==> src/cgci_pkg.sv <==
// cgci_pkg: register map, field positions, reset values and timing for the clock
// generator control block; assumes a 32-bit AXI4-Lite bus and a 25 MHz ref_clk.
// Contract
// - irq request when irq enable and fault set
// - irq enable settable only after monitor on
// - fault flag sets on inactive source clock
// - fault clears by read-set then write-zero
// - monitor on needs enables and stables set
// - fault flag holds monitor on forced one
// - monitor off when enable clear or stop without keep
// - source select one external, zero internal
// - select change needs target enable and stable
// - select forced by inactivity, enables, reset
// - internal enable clears only if select, monitor-off
// - internal enable forced on by monitor/select
// - internal stable from in-range indication
// - internal stable forced clear in listed cases
// - external enable clears only with select, monitor zero
// - external enable forced by monitor or select
// - external stable after 4096 external edges
// - external stable forced clear, count restarts
// - multiplier and trim writes blocked while monitoring
// - stage writes blocked while internal generator on
// - stop without keep halts all clocks
package cgci_pkg;
	localparam logic [7:0]  ADDR_CONTROL  = 8'h00;
	localparam logic [7:0]  ADDR_MULT     = 8'h04;
	localparam logic [7:0]  ADDR_TRIM     = 8'h08;
	localparam logic [7:0]  ADDR_DIVIDER  = 8'h0c;
	localparam logic [7:0]  ADDR_STAGE    = 8'h10;
	localparam logic [7:0]  ADDR_CONFIG   = 8'h14;
	localparam int          CTL_IRQ_EN    = 7;
	localparam int          CTL_FAULT     = 6;
	localparam int          CTL_MON_ON    = 5;
	localparam int          CTL_SEL_EXT   = 4;
	localparam int          CTL_INT_EN    = 3;
	localparam int          CTL_INT_STB   = 2;
	localparam int          CTL_EXT_EN    = 1;
	localparam int          CTL_EXT_STB   = 0;
	localparam int          CFG_KEEP_STOP = 0;
	localparam logic [6:0]  MULT_RESET    = 7'h15;
	localparam logic [7:0]  TRIM_RESET    = 8'h80;
	localparam logic [7:0]  STAGE_RESET   = 8'h00;
	localparam logic [3:0]  DIV_RESET     = 4'h0;
	localparam logic [12:0] EXT_STABLE_EDGES = 13'h1000;
	localparam int          CLK_PERIOD_NS = 40;
	localparam int          EXT_DEAD_NS   = 20000;
	localparam int          EXT_DEAD_CYC  = EXT_DEAD_NS / CLK_PERIOD_NS;
	localparam logic [9:0]  EXT_DEAD_CNT  = 10'(EXT_DEAD_CYC);
	localparam logic [1:0]  RESP_OKAY     = 2'h0;
	localparam logic [1:0]  RESP_SLVERR   = 2'h2;

	typedef struct packed {
		logic irqEn;
		logic fault;
		logic monOn;
		logic selExt;
		logic intEn;
		logic intStable;
		logic extEn;
		logic extStable;
	} cgci_ctrl_t;

	typedef enum logic [1:0] {
		WR_IDLE = 2'b01,
		WR_RESP = 2'b10
	} cgci_wstate_t;
endpackage

==> src/cgci_top.sv <==
// cgci_top: control register interlocks, clock monitor and source select of the
// clock generator, reached over AXI4-Lite. External clock and alive/range levels
// arrive asynchronous; stop request and loop filter values come from ref_clk logic.
//
// Design decisions made here: the AXI4-Lite slave port and the register addresses.
`timescale 1ns/1ps
module cgci_top (
	input  wire logic        ref_clk,
	input  wire logic        rst,
	input  wire logic [7:0]  s_axi_awaddr,
	input  wire logic        s_axi_awvalid,
	output logic             s_axi_awready,
	input  wire logic [31:0] s_axi_wdata,
	input  wire logic [3:0]  s_axi_wstrb,
	input  wire logic        s_axi_wvalid,
	output logic             s_axi_wready,
	output logic [1:0]       s_axi_bresp,
	output logic             s_axi_bvalid,
	input  wire logic        s_axi_bready,
	input  wire logic [7:0]  s_axi_araddr,
	input  wire logic        s_axi_arvalid,
	output logic             s_axi_arready,
	output logic [31:0]      s_axi_rdata,
	output logic [1:0]       s_axi_rresp,
	output logic             s_axi_rvalid,
	input  wire logic        s_axi_rready,
	input  wire logic        externalClk,
	input  wire logic        internalClkAlive,
	input  wire logic        internalInRange,
	input  wire logic        stopReq,
	input  wire logic [7:0]  loopStage,
	input  wire logic [3:0]  loopDivider,
	output logic             monIrq,
	output logic             oscSelExt,
	output logic             intGenEnable,
	output logic             extGenEnable,
	output logic             clocksHalted,
	output logic [6:0]       multiplier,
	output logic [7:0]       trim,
	output logic [7:0]       dcoStage,
	output logic [3:0]       dcoDivider
);
	cgci_pkg::cgci_ctrl_t   ctl_r;
	cgci_pkg::cgci_ctrl_t   ctl_nxt;
	cgci_pkg::cgci_wstate_t wState_r;
	logic [7:0]  awAddr_r;
	logic [31:0] wData_r;
	logic [3:0]  wStrb_r;
	logic        awHeld_r;
	logic        wHeld_r;
	logic        keepInStop_r;
	logic        faultArmed_r;
	logic        extMeta_r;
	logic        extSync_r;
	logic        extPrev_r;
	logic        aliveMeta_r;
	logic        aliveSync_r;
	logic        rangeMeta_r;
	logic        rangeSync_r;
	logic [12:0] extEdges_r;
	logic [9:0]  extIdle_r;
	logic        wrEn;
	logic        wrByte;
	logic [7:0]  wrVal;
	logic        stopNoKeep;
	logic        intInactive;
	logic        extInactive;
	logic        extEdge;

	function automatic logic isMapped(input logic [7:0] addr);
		isMapped = addr == cgci_pkg::ADDR_CONTROL || addr == cgci_pkg::ADDR_MULT ||
			addr == cgci_pkg::ADDR_TRIM || addr == cgci_pkg::ADDR_DIVIDER ||
			addr == cgci_pkg::ADDR_STAGE || addr == cgci_pkg::ADDR_CONFIG;
	endfunction

	function automatic logic wrHits(input logic [7:0] addr);
		wrHits = wrEn && wrByte && awAddr_r == addr;
	endfunction

	// external clock and analog status levels are asynchronous
	always_ff @(posedge ref_clk or posedge rst) begin
		if (rst) begin
			extMeta_r   <= 1'b0;
			extSync_r   <= 1'b0;
			extPrev_r   <= 1'b0;
			aliveMeta_r <= 1'b0;
			aliveSync_r <= 1'b0;
			rangeMeta_r <= 1'b0;
			rangeSync_r <= 1'b0;
		end else begin
			extMeta_r   <= externalClk;
			extSync_r   <= extMeta_r;
			extPrev_r   <= extSync_r;
			aliveMeta_r <= internalClkAlive;
			aliveSync_r <= aliveMeta_r;
			rangeMeta_r <= internalInRange;
			rangeSync_r <= rangeMeta_r;
		end
	end

	assign extEdge     = extSync_r && !extPrev_r;
	assign stopNoKeep  = stopReq && !keepInStop_r;
	// the monitor judges only while it is on
	assign intInactive = ctl_r.monOn && !aliveSync_r;
	assign extInactive = ctl_r.monOn && extIdle_r >= cgci_pkg::EXT_DEAD_CNT;

	// cycles since the last external edge, for the monitor
	always_ff @(posedge ref_clk or posedge rst) begin
		if (rst) begin
			extIdle_r <= '0;
		end else if (extEdge || !ctl_r.extEn) begin
			extIdle_r <= '0;
		end else if (extIdle_r < cgci_pkg::EXT_DEAD_CNT) begin
			extIdle_r <= extIdle_r + 10'h001;
		end
	end

	// start-up count of external edges since enable
	always_ff @(posedge ref_clk or posedge rst) begin
		if (rst) begin
			extEdges_r <= '0;
		end else if (!ctl_r.extEn || extInactive || stopNoKeep) begin
			extEdges_r <= '0;
		end else if (extEdge && extEdges_r < cgci_pkg::EXT_STABLE_EDGES) begin
			extEdges_r <= extEdges_r + 13'h0001;
		end
	end

	// write channel: address and data taken in either order, then one response
	assign wrEn   = wState_r == cgci_pkg::WR_IDLE && awHeld_r && wHeld_r;
	assign wrByte = wStrb_r[0];
	assign wrVal  = wData_r[7:0];

	always_ff @(posedge ref_clk or posedge rst) begin
		if (rst) begin
			awHeld_r      <= 1'b0;
			awAddr_r      <= '0;
			s_axi_awready <= 1'b0;
		end else if (s_axi_awvalid && s_axi_awready) begin
			awHeld_r      <= 1'b1;
			awAddr_r      <= s_axi_awaddr;
			s_axi_awready <= 1'b0;
		end else if (wState_r == cgci_pkg::WR_RESP && s_axi_bready) begin
			awHeld_r      <= 1'b0;
		end else begin
			s_axi_awready <= !awHeld_r && wState_r == cgci_pkg::WR_IDLE;
		end
	end

	always_ff @(posedge ref_clk or posedge rst) begin
		if (rst) begin
			wHeld_r      <= 1'b0;
			wData_r      <= '0;
			wStrb_r      <= '0;
			s_axi_wready <= 1'b0;
		end else if (s_axi_wvalid && s_axi_wready) begin
			wHeld_r      <= 1'b1;
			wData_r      <= s_axi_wdata;
			wStrb_r      <= s_axi_wstrb;
			s_axi_wready <= 1'b0;
		end else if (wState_r == cgci_pkg::WR_RESP && s_axi_bready) begin
			wHeld_r      <= 1'b0;
		end else begin
			s_axi_wready <= !wHeld_r && wState_r == cgci_pkg::WR_IDLE;
		end
	end

	always_ff @(posedge ref_clk or posedge rst) begin
		if (rst) begin
			wState_r     <= cgci_pkg::WR_IDLE;
			s_axi_bvalid <= 1'b0;
			s_axi_bresp  <= cgci_pkg::RESP_OKAY;
		end else begin
			unique case (wState_r)
				cgci_pkg::WR_IDLE: begin
					if (wrEn) begin
						wState_r     <= cgci_pkg::WR_RESP;
						s_axi_bvalid <= 1'b1;
						s_axi_bresp  <= isMapped(awAddr_r) ? cgci_pkg::RESP_OKAY
							: cgci_pkg::RESP_SLVERR;
					end
				end
				cgci_pkg::WR_RESP: begin
					if (s_axi_bready) begin
						wState_r     <= cgci_pkg::WR_IDLE;
						s_axi_bvalid <= 1'b0;
					end
				end
				default: begin
					wState_r     <= cgci_pkg::WR_IDLE;
					s_axi_bvalid <= 1'b0;
				end
			endcase
		end
	end

	// read channel: one read at a time, data from current register state
	always_ff @(posedge ref_clk or posedge rst) begin
		if (rst) begin
			s_axi_arready <= 1'b0;
			s_axi_rvalid  <= 1'b0;
			s_axi_rdata   <= '0;
			s_axi_rresp   <= cgci_pkg::RESP_OKAY;
		end else if (s_axi_arvalid && s_axi_arready) begin
			s_axi_arready <= 1'b0;
			s_axi_rvalid  <= 1'b1;
			s_axi_rresp   <= isMapped(s_axi_araddr) ? cgci_pkg::RESP_OKAY
				: cgci_pkg::RESP_SLVERR;
			unique case (s_axi_araddr)
				cgci_pkg::ADDR_CONTROL: s_axi_rdata <= {24'h000000, ctl_r};
				cgci_pkg::ADDR_MULT:    s_axi_rdata <= {25'h0000000, multiplier};
				cgci_pkg::ADDR_TRIM:    s_axi_rdata <= {24'h000000, trim};
				cgci_pkg::ADDR_DIVIDER: s_axi_rdata <= {28'h0000000, dcoDivider};
				cgci_pkg::ADDR_STAGE:   s_axi_rdata <= {24'h000000, dcoStage};
				cgci_pkg::ADDR_CONFIG:  s_axi_rdata <= {31'h00000000, keepInStop_r};
				default:                s_axi_rdata <= '0;
			endcase
		end else if (s_axi_rvalid) begin
			if (s_axi_rready) begin
				s_axi_rvalid <= 1'b0;
			end
		end else begin
			s_axi_arready <= 1'b1;
		end
	end

	// a read that sees the fault set arms its clearing write
	always_ff @(posedge ref_clk or posedge rst) begin
		if (rst) begin
			faultArmed_r <= 1'b0;
		end else if (!ctl_r.fault) begin
			faultArmed_r <= 1'b0;
		end else if (s_axi_arvalid && s_axi_arready &&
				s_axi_araddr == cgci_pkg::ADDR_CONTROL) begin
			faultArmed_r <= 1'b1;
		end
	end

	// control interlocks: software request first, forced conditions override
	always_comb begin
		logic       wrCtl;
		logic [7:0] req;
		wrCtl   = wrHits(cgci_pkg::ADDR_CONTROL);
		req     = ctl_r;
		ctl_nxt = ctl_r;
		if (wrCtl) begin
			req = wrVal;
		end

		// monitor on
		if (req[cgci_pkg::CTL_MON_ON] && ctl_r.intEn && ctl_r.extEn &&
				ctl_r.intStable && ctl_r.extStable) begin
			ctl_nxt.monOn = 1'b1;
		end else if (!req[cgci_pkg::CTL_MON_ON]) begin
			ctl_nxt.monOn = 1'b0;
		end
		if (ctl_r.fault) begin
			ctl_nxt.monOn = 1'b1;
		end
		if (!ctl_r.intEn || !ctl_r.extEn || stopNoKeep) begin
			ctl_nxt.monOn = 1'b0;
		end

		// irq enable
		ctl_nxt.irqEn = req[cgci_pkg::CTL_IRQ_EN] && ctl_r.monOn;

		// fault flag: set beats the clearing write
		if (wrCtl && faultArmed_r && !wrVal[cgci_pkg::CTL_FAULT]) begin
			ctl_nxt.fault = 1'b0;
		end
		if (intInactive || extInactive) begin
			ctl_nxt.fault = 1'b1;
		end
		if (!ctl_r.monOn) begin
			ctl_nxt.fault = 1'b0;
		end

		// source select
		if (req[cgci_pkg::CTL_SEL_EXT] && ctl_r.extEn && ctl_r.extStable) begin
			ctl_nxt.selExt = 1'b1;
		end else if (!req[cgci_pkg::CTL_SEL_EXT] && ctl_r.intEn && ctl_r.intStable) begin
			ctl_nxt.selExt = 1'b0;
		end
		if (intInactive || !ctl_r.intEn) begin
			ctl_nxt.selExt = 1'b1;
		end
		if (extInactive || !ctl_r.extEn) begin
			ctl_nxt.selExt = 1'b0;
		end

		// internal generator enable
		if (req[cgci_pkg::CTL_INT_EN]) begin
			ctl_nxt.intEn = 1'b1;
		end else if (ctl_r.selExt && !ctl_r.monOn) begin
			ctl_nxt.intEn = 1'b0;
		end
		if (ctl_r.monOn || !ctl_r.selExt) begin
			ctl_nxt.intEn = 1'b1;
		end

		// external generator enable
		if (req[cgci_pkg::CTL_EXT_EN]) begin
			ctl_nxt.extEn = 1'b1;
		end else if (!ctl_r.selExt && !ctl_r.monOn) begin
			ctl_nxt.extEn = 1'b0;
		end
		if (ctl_r.monOn || ctl_r.selExt) begin
			ctl_nxt.extEn = 1'b1;
		end

		// stable indications, read-only
		ctl_nxt.intStable = rangeSync_r;
		if (intInactive || !ctl_r.intEn || stopNoKeep ||
				(wrHits(cgci_pkg::ADDR_MULT) && !ctl_r.monOn) ||
				(wrHits(cgci_pkg::ADDR_TRIM) && !ctl_r.monOn)) begin
			ctl_nxt.intStable = 1'b0;
		end
		ctl_nxt.extStable = extEdges_r >= cgci_pkg::EXT_STABLE_EDGES;
		if (extInactive || !ctl_r.extEn || stopNoKeep) begin
			ctl_nxt.extStable = 1'b0;
		end
	end

	always_ff @(posedge ref_clk or posedge rst) begin
		if (rst) begin
			ctl_r <= '{irqEn: 1'b0, fault: 1'b0, monOn: 1'b0, selExt: 1'b0,
				intEn: 1'b1, intStable: 1'b0, extEn: 1'b0, extStable: 1'b0};
		end else begin
			ctl_r <= ctl_nxt;
		end
	end

	// pin-facing copies of the control state
	always_ff @(posedge ref_clk or posedge rst) begin
		if (rst) begin
			monIrq       <= 1'b0;
			oscSelExt    <= 1'b0;
			intGenEnable <= 1'b1;
			extGenEnable <= 1'b0;
			clocksHalted <= 1'b0;
		end else begin
			monIrq       <= ctl_nxt.irqEn && ctl_nxt.fault;
			oscSelExt    <= ctl_nxt.selExt;
			intGenEnable <= ctl_nxt.intEn;
			extGenEnable <= ctl_nxt.extEn;
			clocksHalted <= stopNoKeep;
		end
	end

	// multiplier and trim
	always_ff @(posedge ref_clk or posedge rst) begin
		if (rst) begin
			multiplier <= cgci_pkg::MULT_RESET;
			trim       <= cgci_pkg::TRIM_RESET;
		end else if (!ctl_r.monOn) begin
			if (wrHits(cgci_pkg::ADDR_MULT)) begin
				multiplier <= wrVal[6:0];
			end
			if (wrHits(cgci_pkg::ADDR_TRIM)) begin
				trim <= wrVal;
			end
		end
	end

	// oscillator stage and divider: loop filter owns them while internal is on
	always_ff @(posedge ref_clk or posedge rst) begin
		if (rst) begin
			dcoStage   <= cgci_pkg::STAGE_RESET;
			dcoDivider <= cgci_pkg::DIV_RESET;
		end else if (ctl_r.intEn) begin
			dcoStage   <= loopStage;
			dcoDivider <= loopDivider;
		end else begin
			if (wrHits(cgci_pkg::ADDR_STAGE)) begin
				dcoStage <= wrVal;
			end
			if (wrHits(cgci_pkg::ADDR_DIVIDER)) begin
				dcoDivider <= wrVal[3:0];
			end
		end
	end

	always_ff @(posedge ref_clk or posedge rst) begin
		if (rst) begin
			keepInStop_r <= 1'b0;
		end else if (wrHits(cgci_pkg::ADDR_CONFIG)) begin
			keepInStop_r <= wrVal[cgci_pkg::CFG_KEEP_STOP];
		end
	end
endmodule // cgci_top

==> config.mk <==
export PLATFORM = sky130hd
export DESIGN_NAME = cgci_top
export DESIGN_NICKNAME = d
export VERILOG_FILES = /design/src/cgci_pkg.sv /design/src/cgci_top.sv
export SDC_FILE = /design/constraint.sdc
export NUM_CORES = 1
export LEC_CHECK = 0
export ABC_CLOCK_PERIOD_IN_PS = 2700
export BUFFER_PORTS_ARGS = -buffer_cell sky130_fd_sc_hd__buf_2
export CAP_MARGIN = 20
export CORE_ASPECT_RATIO = 1.4
export CORE_MARGIN = 2
export CORE_UTILIZATION = 47
export CTS_CLUSTER_SIZE = 20
export DETAILED_ROUTE_END_ITERATION = 10
export GPL_ROUTABILITY_DRIVEN = 0
export PLACE_DENSITY = 0.73
export SETUP_SLACK_MARGIN = 0.3
export SLEW_MARGIN = 0
export SYNTH_ARGS = -nofsm -noshare
export SYNTH_HDL_FRONTEND = slang
export SYNTH_SLANG_ARGS = --single-unit
==> constraint.sdc <==
create_clock -name ref_clk -period 2.7 [get_ports ref_clk]
set_input_delay 0.135 -clock ref_clk [delete_from_list [all_inputs] [get_ports ref_clk]]
set_output_delay 0.135 -clock ref_clk [all_outputs]
set_load 0.02 [all_outputs]
* Word-level counts from Yosys, hierarchy flattened
Cells that the tools add are included.
** Storage, ports and cells
- Bits in registers :: 131
- Input port bits :: 75
- Output and inout bits :: 73
- Word-level logic and storage cells :: 201
** Cells by class
- Add/sub/neg operators :: 2
- Magnitude comparators :: 4
- Equal/unequal tests :: 19
- Muxes and demuxes :: 51
- Bitwise logic cells :: 1
- Reductions and logical operators :: 85
** Operator list (number)
- $pmux 8 s6 :: 1
- $logic_and 1x1->1 :: 37
- $mux 1 :: 35
- $eq 8x4->1 const B :: 4
- $eq 8x5->1 const B :: 4
- $mux 13 :: 2
- $mux 8 :: 3
- $logic_or 1x1->1 :: 22
- $mux 10 :: 2
- $eq 8x3->1 const B :: 2
- $logic_not 8->1 :: 2
- $add 13x1->13 const B :: 1
- $ge 13x13->1 const B :: 1
- $lt 13x13->1 const B :: 1
- $reduce_bool 2->1 :: 6
- $logic_not 1->1 :: 11
- $add 10x1->10 const B :: 1
- $ge 10x9->1 const B :: 1
- $lt 10x9->1 const B :: 1
- $mux 2 :: 4
- $mux 4 :: 2
- $reduce_and 2->1 :: 4
- $ne 2x1->1 const B :: 3
- $ne 2x2->1 const B :: 3
- 8 further kinds :: 9

* Longest topological paths before layout
- Word-level depth :: 13
- Depth in mapped cells :: 6
- Depth with buffers taken out :: 5

* Worst setup path after synthesis
OpenSTA, ideal clock, no wires.
- Path kind :: register -> register
- Start :: register, netlist name s_axi_bvalid
- End :: register trim[0]
- Setup time :: 125 ps
- Data arrival time :: 1828 ps
- Setup slack :: 747 ps
- Cell stages (with the launch flop) :: 5
- Clock period less this slack :: 1953 ps
- Path through :: dfrtp_1 and4b_1 nand4b_2 nor4_4 mux2_2
** RTL lines
- end signal: assignment :: RTL line cgci_top.sv:354 : trim <= cgci_pkg::TRIM_RESET;
- end signal: assignment :: RTL line cgci_top.sv:360 : trim <= wrVal;
- end: declaration :: RTL line cgci_top.sv:39 : output logic [7:0] trim,

* Worst setup path after layout
- Start :: register awAddr_r[1]
- End :: register dcoStage[1]
** Between the ends
- Word-level cells in the longest chain between the ends :: 3
** Ends and longest elaborated chain
- start: declaration :: RTL line cgci_top.sv:46 : logic [7:0] awAddr_r;
- start signal: assignment :: RTL line cgci_top.sv:141 : awAddr_r <= s_axi_awaddr;
- $eq 8x5->1 :: RTL line cgci_top.sv:77 : wrHits = wrEn && wrByte && awAddr_r == addr;
- $logic_and 1x1->1 :: RTL line cgci_top.sv:77
- $reduce_bool 2->1 (no line)
- end signal: assignment :: RTL line cgci_top.sv:368 : dcoStage <= cgci_pkg::STAGE_RESET;
- end signal: assignment :: RTL line cgci_top.sv:371 : dcoStage <= loopStage;
- end signal: assignment :: RTL line cgci_top.sv:375 : dcoStage <= wrVal;
- end: declaration :: RTL line cgci_top.sv:40 : output logic [7:0] dcoStage,
No other way between the ends.
A chain may end at the register's enable or synchronous reset.

==> key figures <==
Global routing
  • Total GRT Usage: between 20% and 30%
  • Grt total ovfl: 0
  • First-pass GRT wire length: between 15 and 20 mm
  • Initial antenna violation count: 0
  • Largest net degree at the start of global routing: 94
  • Vias in the first global route: 3,701

Clocking
  • H-tree depth: 3
  • Skew-Pair Late Insertion Delay: 0.35 ns
  • Post-CTS Setup Inserts: 0
  • Clock Tree Buf Depth: 2
  • CTS buffer count: 9
  • Sink Count: between 100 and 150
  • CTS tree: built
  • Cts repair resizes: 0
  • Clock Tree Root: clkbuf_16
  • Hold Buf Count CTS: 11
  • Clk slew on worst S/H paths: ~0.070 ns

Synthesis
  • EDFF count, synth: 0
  • Synth warnings: 0
  • Syn Inst Count: about 450
  • Synth async-reset ratio: between 90% and 100%
  • Count of different cell masters after synthesis: 58
  • Mean post-synth cell area: 11.1 um2
  • Number of synthesized register bits: between 100 and 150
  • Synthesized area: 4970 um2
  • Post-synthesis sequential area ratio: 52.5%
  • Post-synth top flop: dfrtp_1

Route
  • Antenna Violating Nets Remaining: 0
  • Final wirelength: about 11 mm
  • Residual DRC count: 0
  • DR vias/cell: 5.43
  • Avg WL per Cell: 16.0 um
  • Vias after detailed routing: 3,755
  • Initial DRC count: 195
  • DRT Pass-1 Iters: 4

Final layout
  • Share of layout cells above drive strength 1: 29.8%
  • Final Util: 57.3%
  • Leading cell type in the layout, fill and taps excluded: dfrtp_1
  • Area delta synth->final: 19.3%
  • Commonest cells after routing, fill and taps aside: dfrtp_1, buf_2, nand2_1
  • Nets: ~630
  • # diodes: 0

Setup path
  • Critical path origin: awAddr_r[1]
  • Reg2Reg Setup Slack: 0.46 ns
  • R2R Path Start: awAddr_r[1]
  • Max FO, Critical Path: 8
  • Setup crit end kind: flip-flop
  • Critical Path Source Type: flip-flop
  • Critical Path RT: 2.91 ns
  • Critical Path AT: 2.45 ns
  • Critical path class: flip-flop to flip-flop

Floorplan
  • Num rows: 44
  • Chip Height: around 130 um
  • Top Ports: about 150
  • Initial core utilization: 48.0%
  • Core Area: 10,300 um2
  • Die X: 90.9 um
  • Die ar.: 11,400 um2

Placed design
  • Buffers on Ports: 94
  • DP HPWL: 7.81 mm

Pwr
  • Internal power: 0.00307 W
  • Power Dens Cells: around 750 nW/um2
  • Design Power: about 0.0044 W
  • Sw frac: a little under a third
  • Clk pwr share: 32.0%
  • Comb power frac: approximately 20%
  • Pleak: 2.84 nW
  • Sequential cell fraction of total power: 48.3%
  • Maximum VDD drop: 0.000349 V
  • P_sw: 0.00137 W

Timing
  • Fin crit period: 2.24 ns
  • Final Hold Vio Count: 0
  • Setup TNS Final: 0 ns
  • Final setup viols: 0
  • Fin crit share: 83.0%
  • Clk_skew: 0.00780 ns
  • Fmax: around 450 MHz
  • Max-slew violation count: 0
  • Worst slew pin tran: roughly 0.66 ns
  • RSZ-0062 raised after global routing: false
  • Slew HR: 55.6%

Job
  • Max-cap viol count: 0

Worst hold path
  • Hold Crit Class: input pin to flip-flop
  • Min-delay src: loopStage[6]

Outcome
  • Run status: complete, no violations
[power by group through the flow]
stage          Combinational (W)  Clock [W]  Sequential (W)
4_1_cts                 0.000882    0.00144         0.00214
3_5_place_dp            0.000862          0         0.00217
3_3_place_gp            0.000838          0         0.00215
6_report                0.000872    0.00142         0.00214
5_1_grt                 0.000957    0.00151         0.00219
2_1_floorplan           0.000575          0         0.00216
[metrics by stage]
step | hold WS [ns] | cell area, um2 | instances | setup WS (ns)
2_1_floorplan | 0.166 | 5070 | 471 | 0.747
4_1_cts | 0.00178 | 5930 | 691 | 0.442
5_1_grt | 0.00994 | 5930 | 692 | 0.345
3_3_place_gp | 0.108 | 5490 | 664 | 0.550
3_5_place_dp | 0.104 | 5490 | 664 | 0.484
6_report | 0.0124 | 5930 | 692 | 0.458
[layer usage]
| metal | share of wire [%] | global-route usage, % |
|---|---|---|
| met1 | 41 | 24.8 |
| met2 | 52 | 35.4 |
| met3 | 4.9 | 3.29 |
| met4 | 2.1 | 8.47 |
| met5 | 0 | 0 |
[cells by family (layout without fill, tap and decap cells)]
group / after synthesis / after routing / synth area share [%]
xor gates and xnor gates: 15 / 15 / 2.64
AOI/OAI and AO/OA: 66 / 66 / 8.88
DFF: 104 / 104 / 52.5
adders and majority gates: 3 / 3 / 0.755
muxes: 56 / 56 / 12.4
and+or+nand+nor: 140 / 140 / 16.1
buffers and inverters: 61 / 144 / 6.67
other: 1 / 26 / 0.0754
[synth_stat cells, types with 7 or more instances]
cell	count	area [um2]
o21ai_1	12	60.1
a21oi_1	9	45.0
nand2_1	38	143
dfrtp_1	98	2450
inv_1	19	71.3
mux2_2	33	372
o21ai_0	9	45.0
nand3b_1	11	82.6
nand3_1	8	40.0
nand2b_1	7	43.8
clkbuf_1	14	52.6
buf_4	27	203
nor3_1	10	50.1
nand4_1	7	43.8
mux2i_1	22	220
xnor2_1	9	78.8
nor2_1	28	105
[cell type report]
type / count / area, um2
clock buffers: 10 / 239
multi-input cells: 306 / 2120
inverters: 19 / 75.1
well taps: 138 / 173
flip-flops and latches: 104 / 2610
fillers: 891 / 4420
repair buffers: 109 / 621
clock inverters: 6 / 90.1
[final timing paths]
check | end | depth (start not counted)
worst max register to register | dcoStage[1] | 4
worst min register to register | extSync_r | 0
max in group asynchronous | multiplier[0] | 4
worst max-delay path | dcoStage[1] | 4
min in group asynchronous | extIdle_r[7] | 3
worst min-delay path | dcoStage[6] | 3
[registers in the layout (all words and copies together) (netlist names), 4 cells and up]
signal / count
awAddr_r: 8
extEdges_r: 13
multiplier: 7
dcoStage: 8
s_axi_rdata: 8
trim: 8
wData_r: 8
dcoDivider: 4
ctl_r: 5
extIdle_r: 10
[critical path, cell delays in order (launching register included)]
cell	delay [ns]
dfrtp_1	0.40
or4_4	0.57
or4_1	0.77
mux2i_1	0.27
o21ai_1	0.09
(Power assumes the default switching activity.)
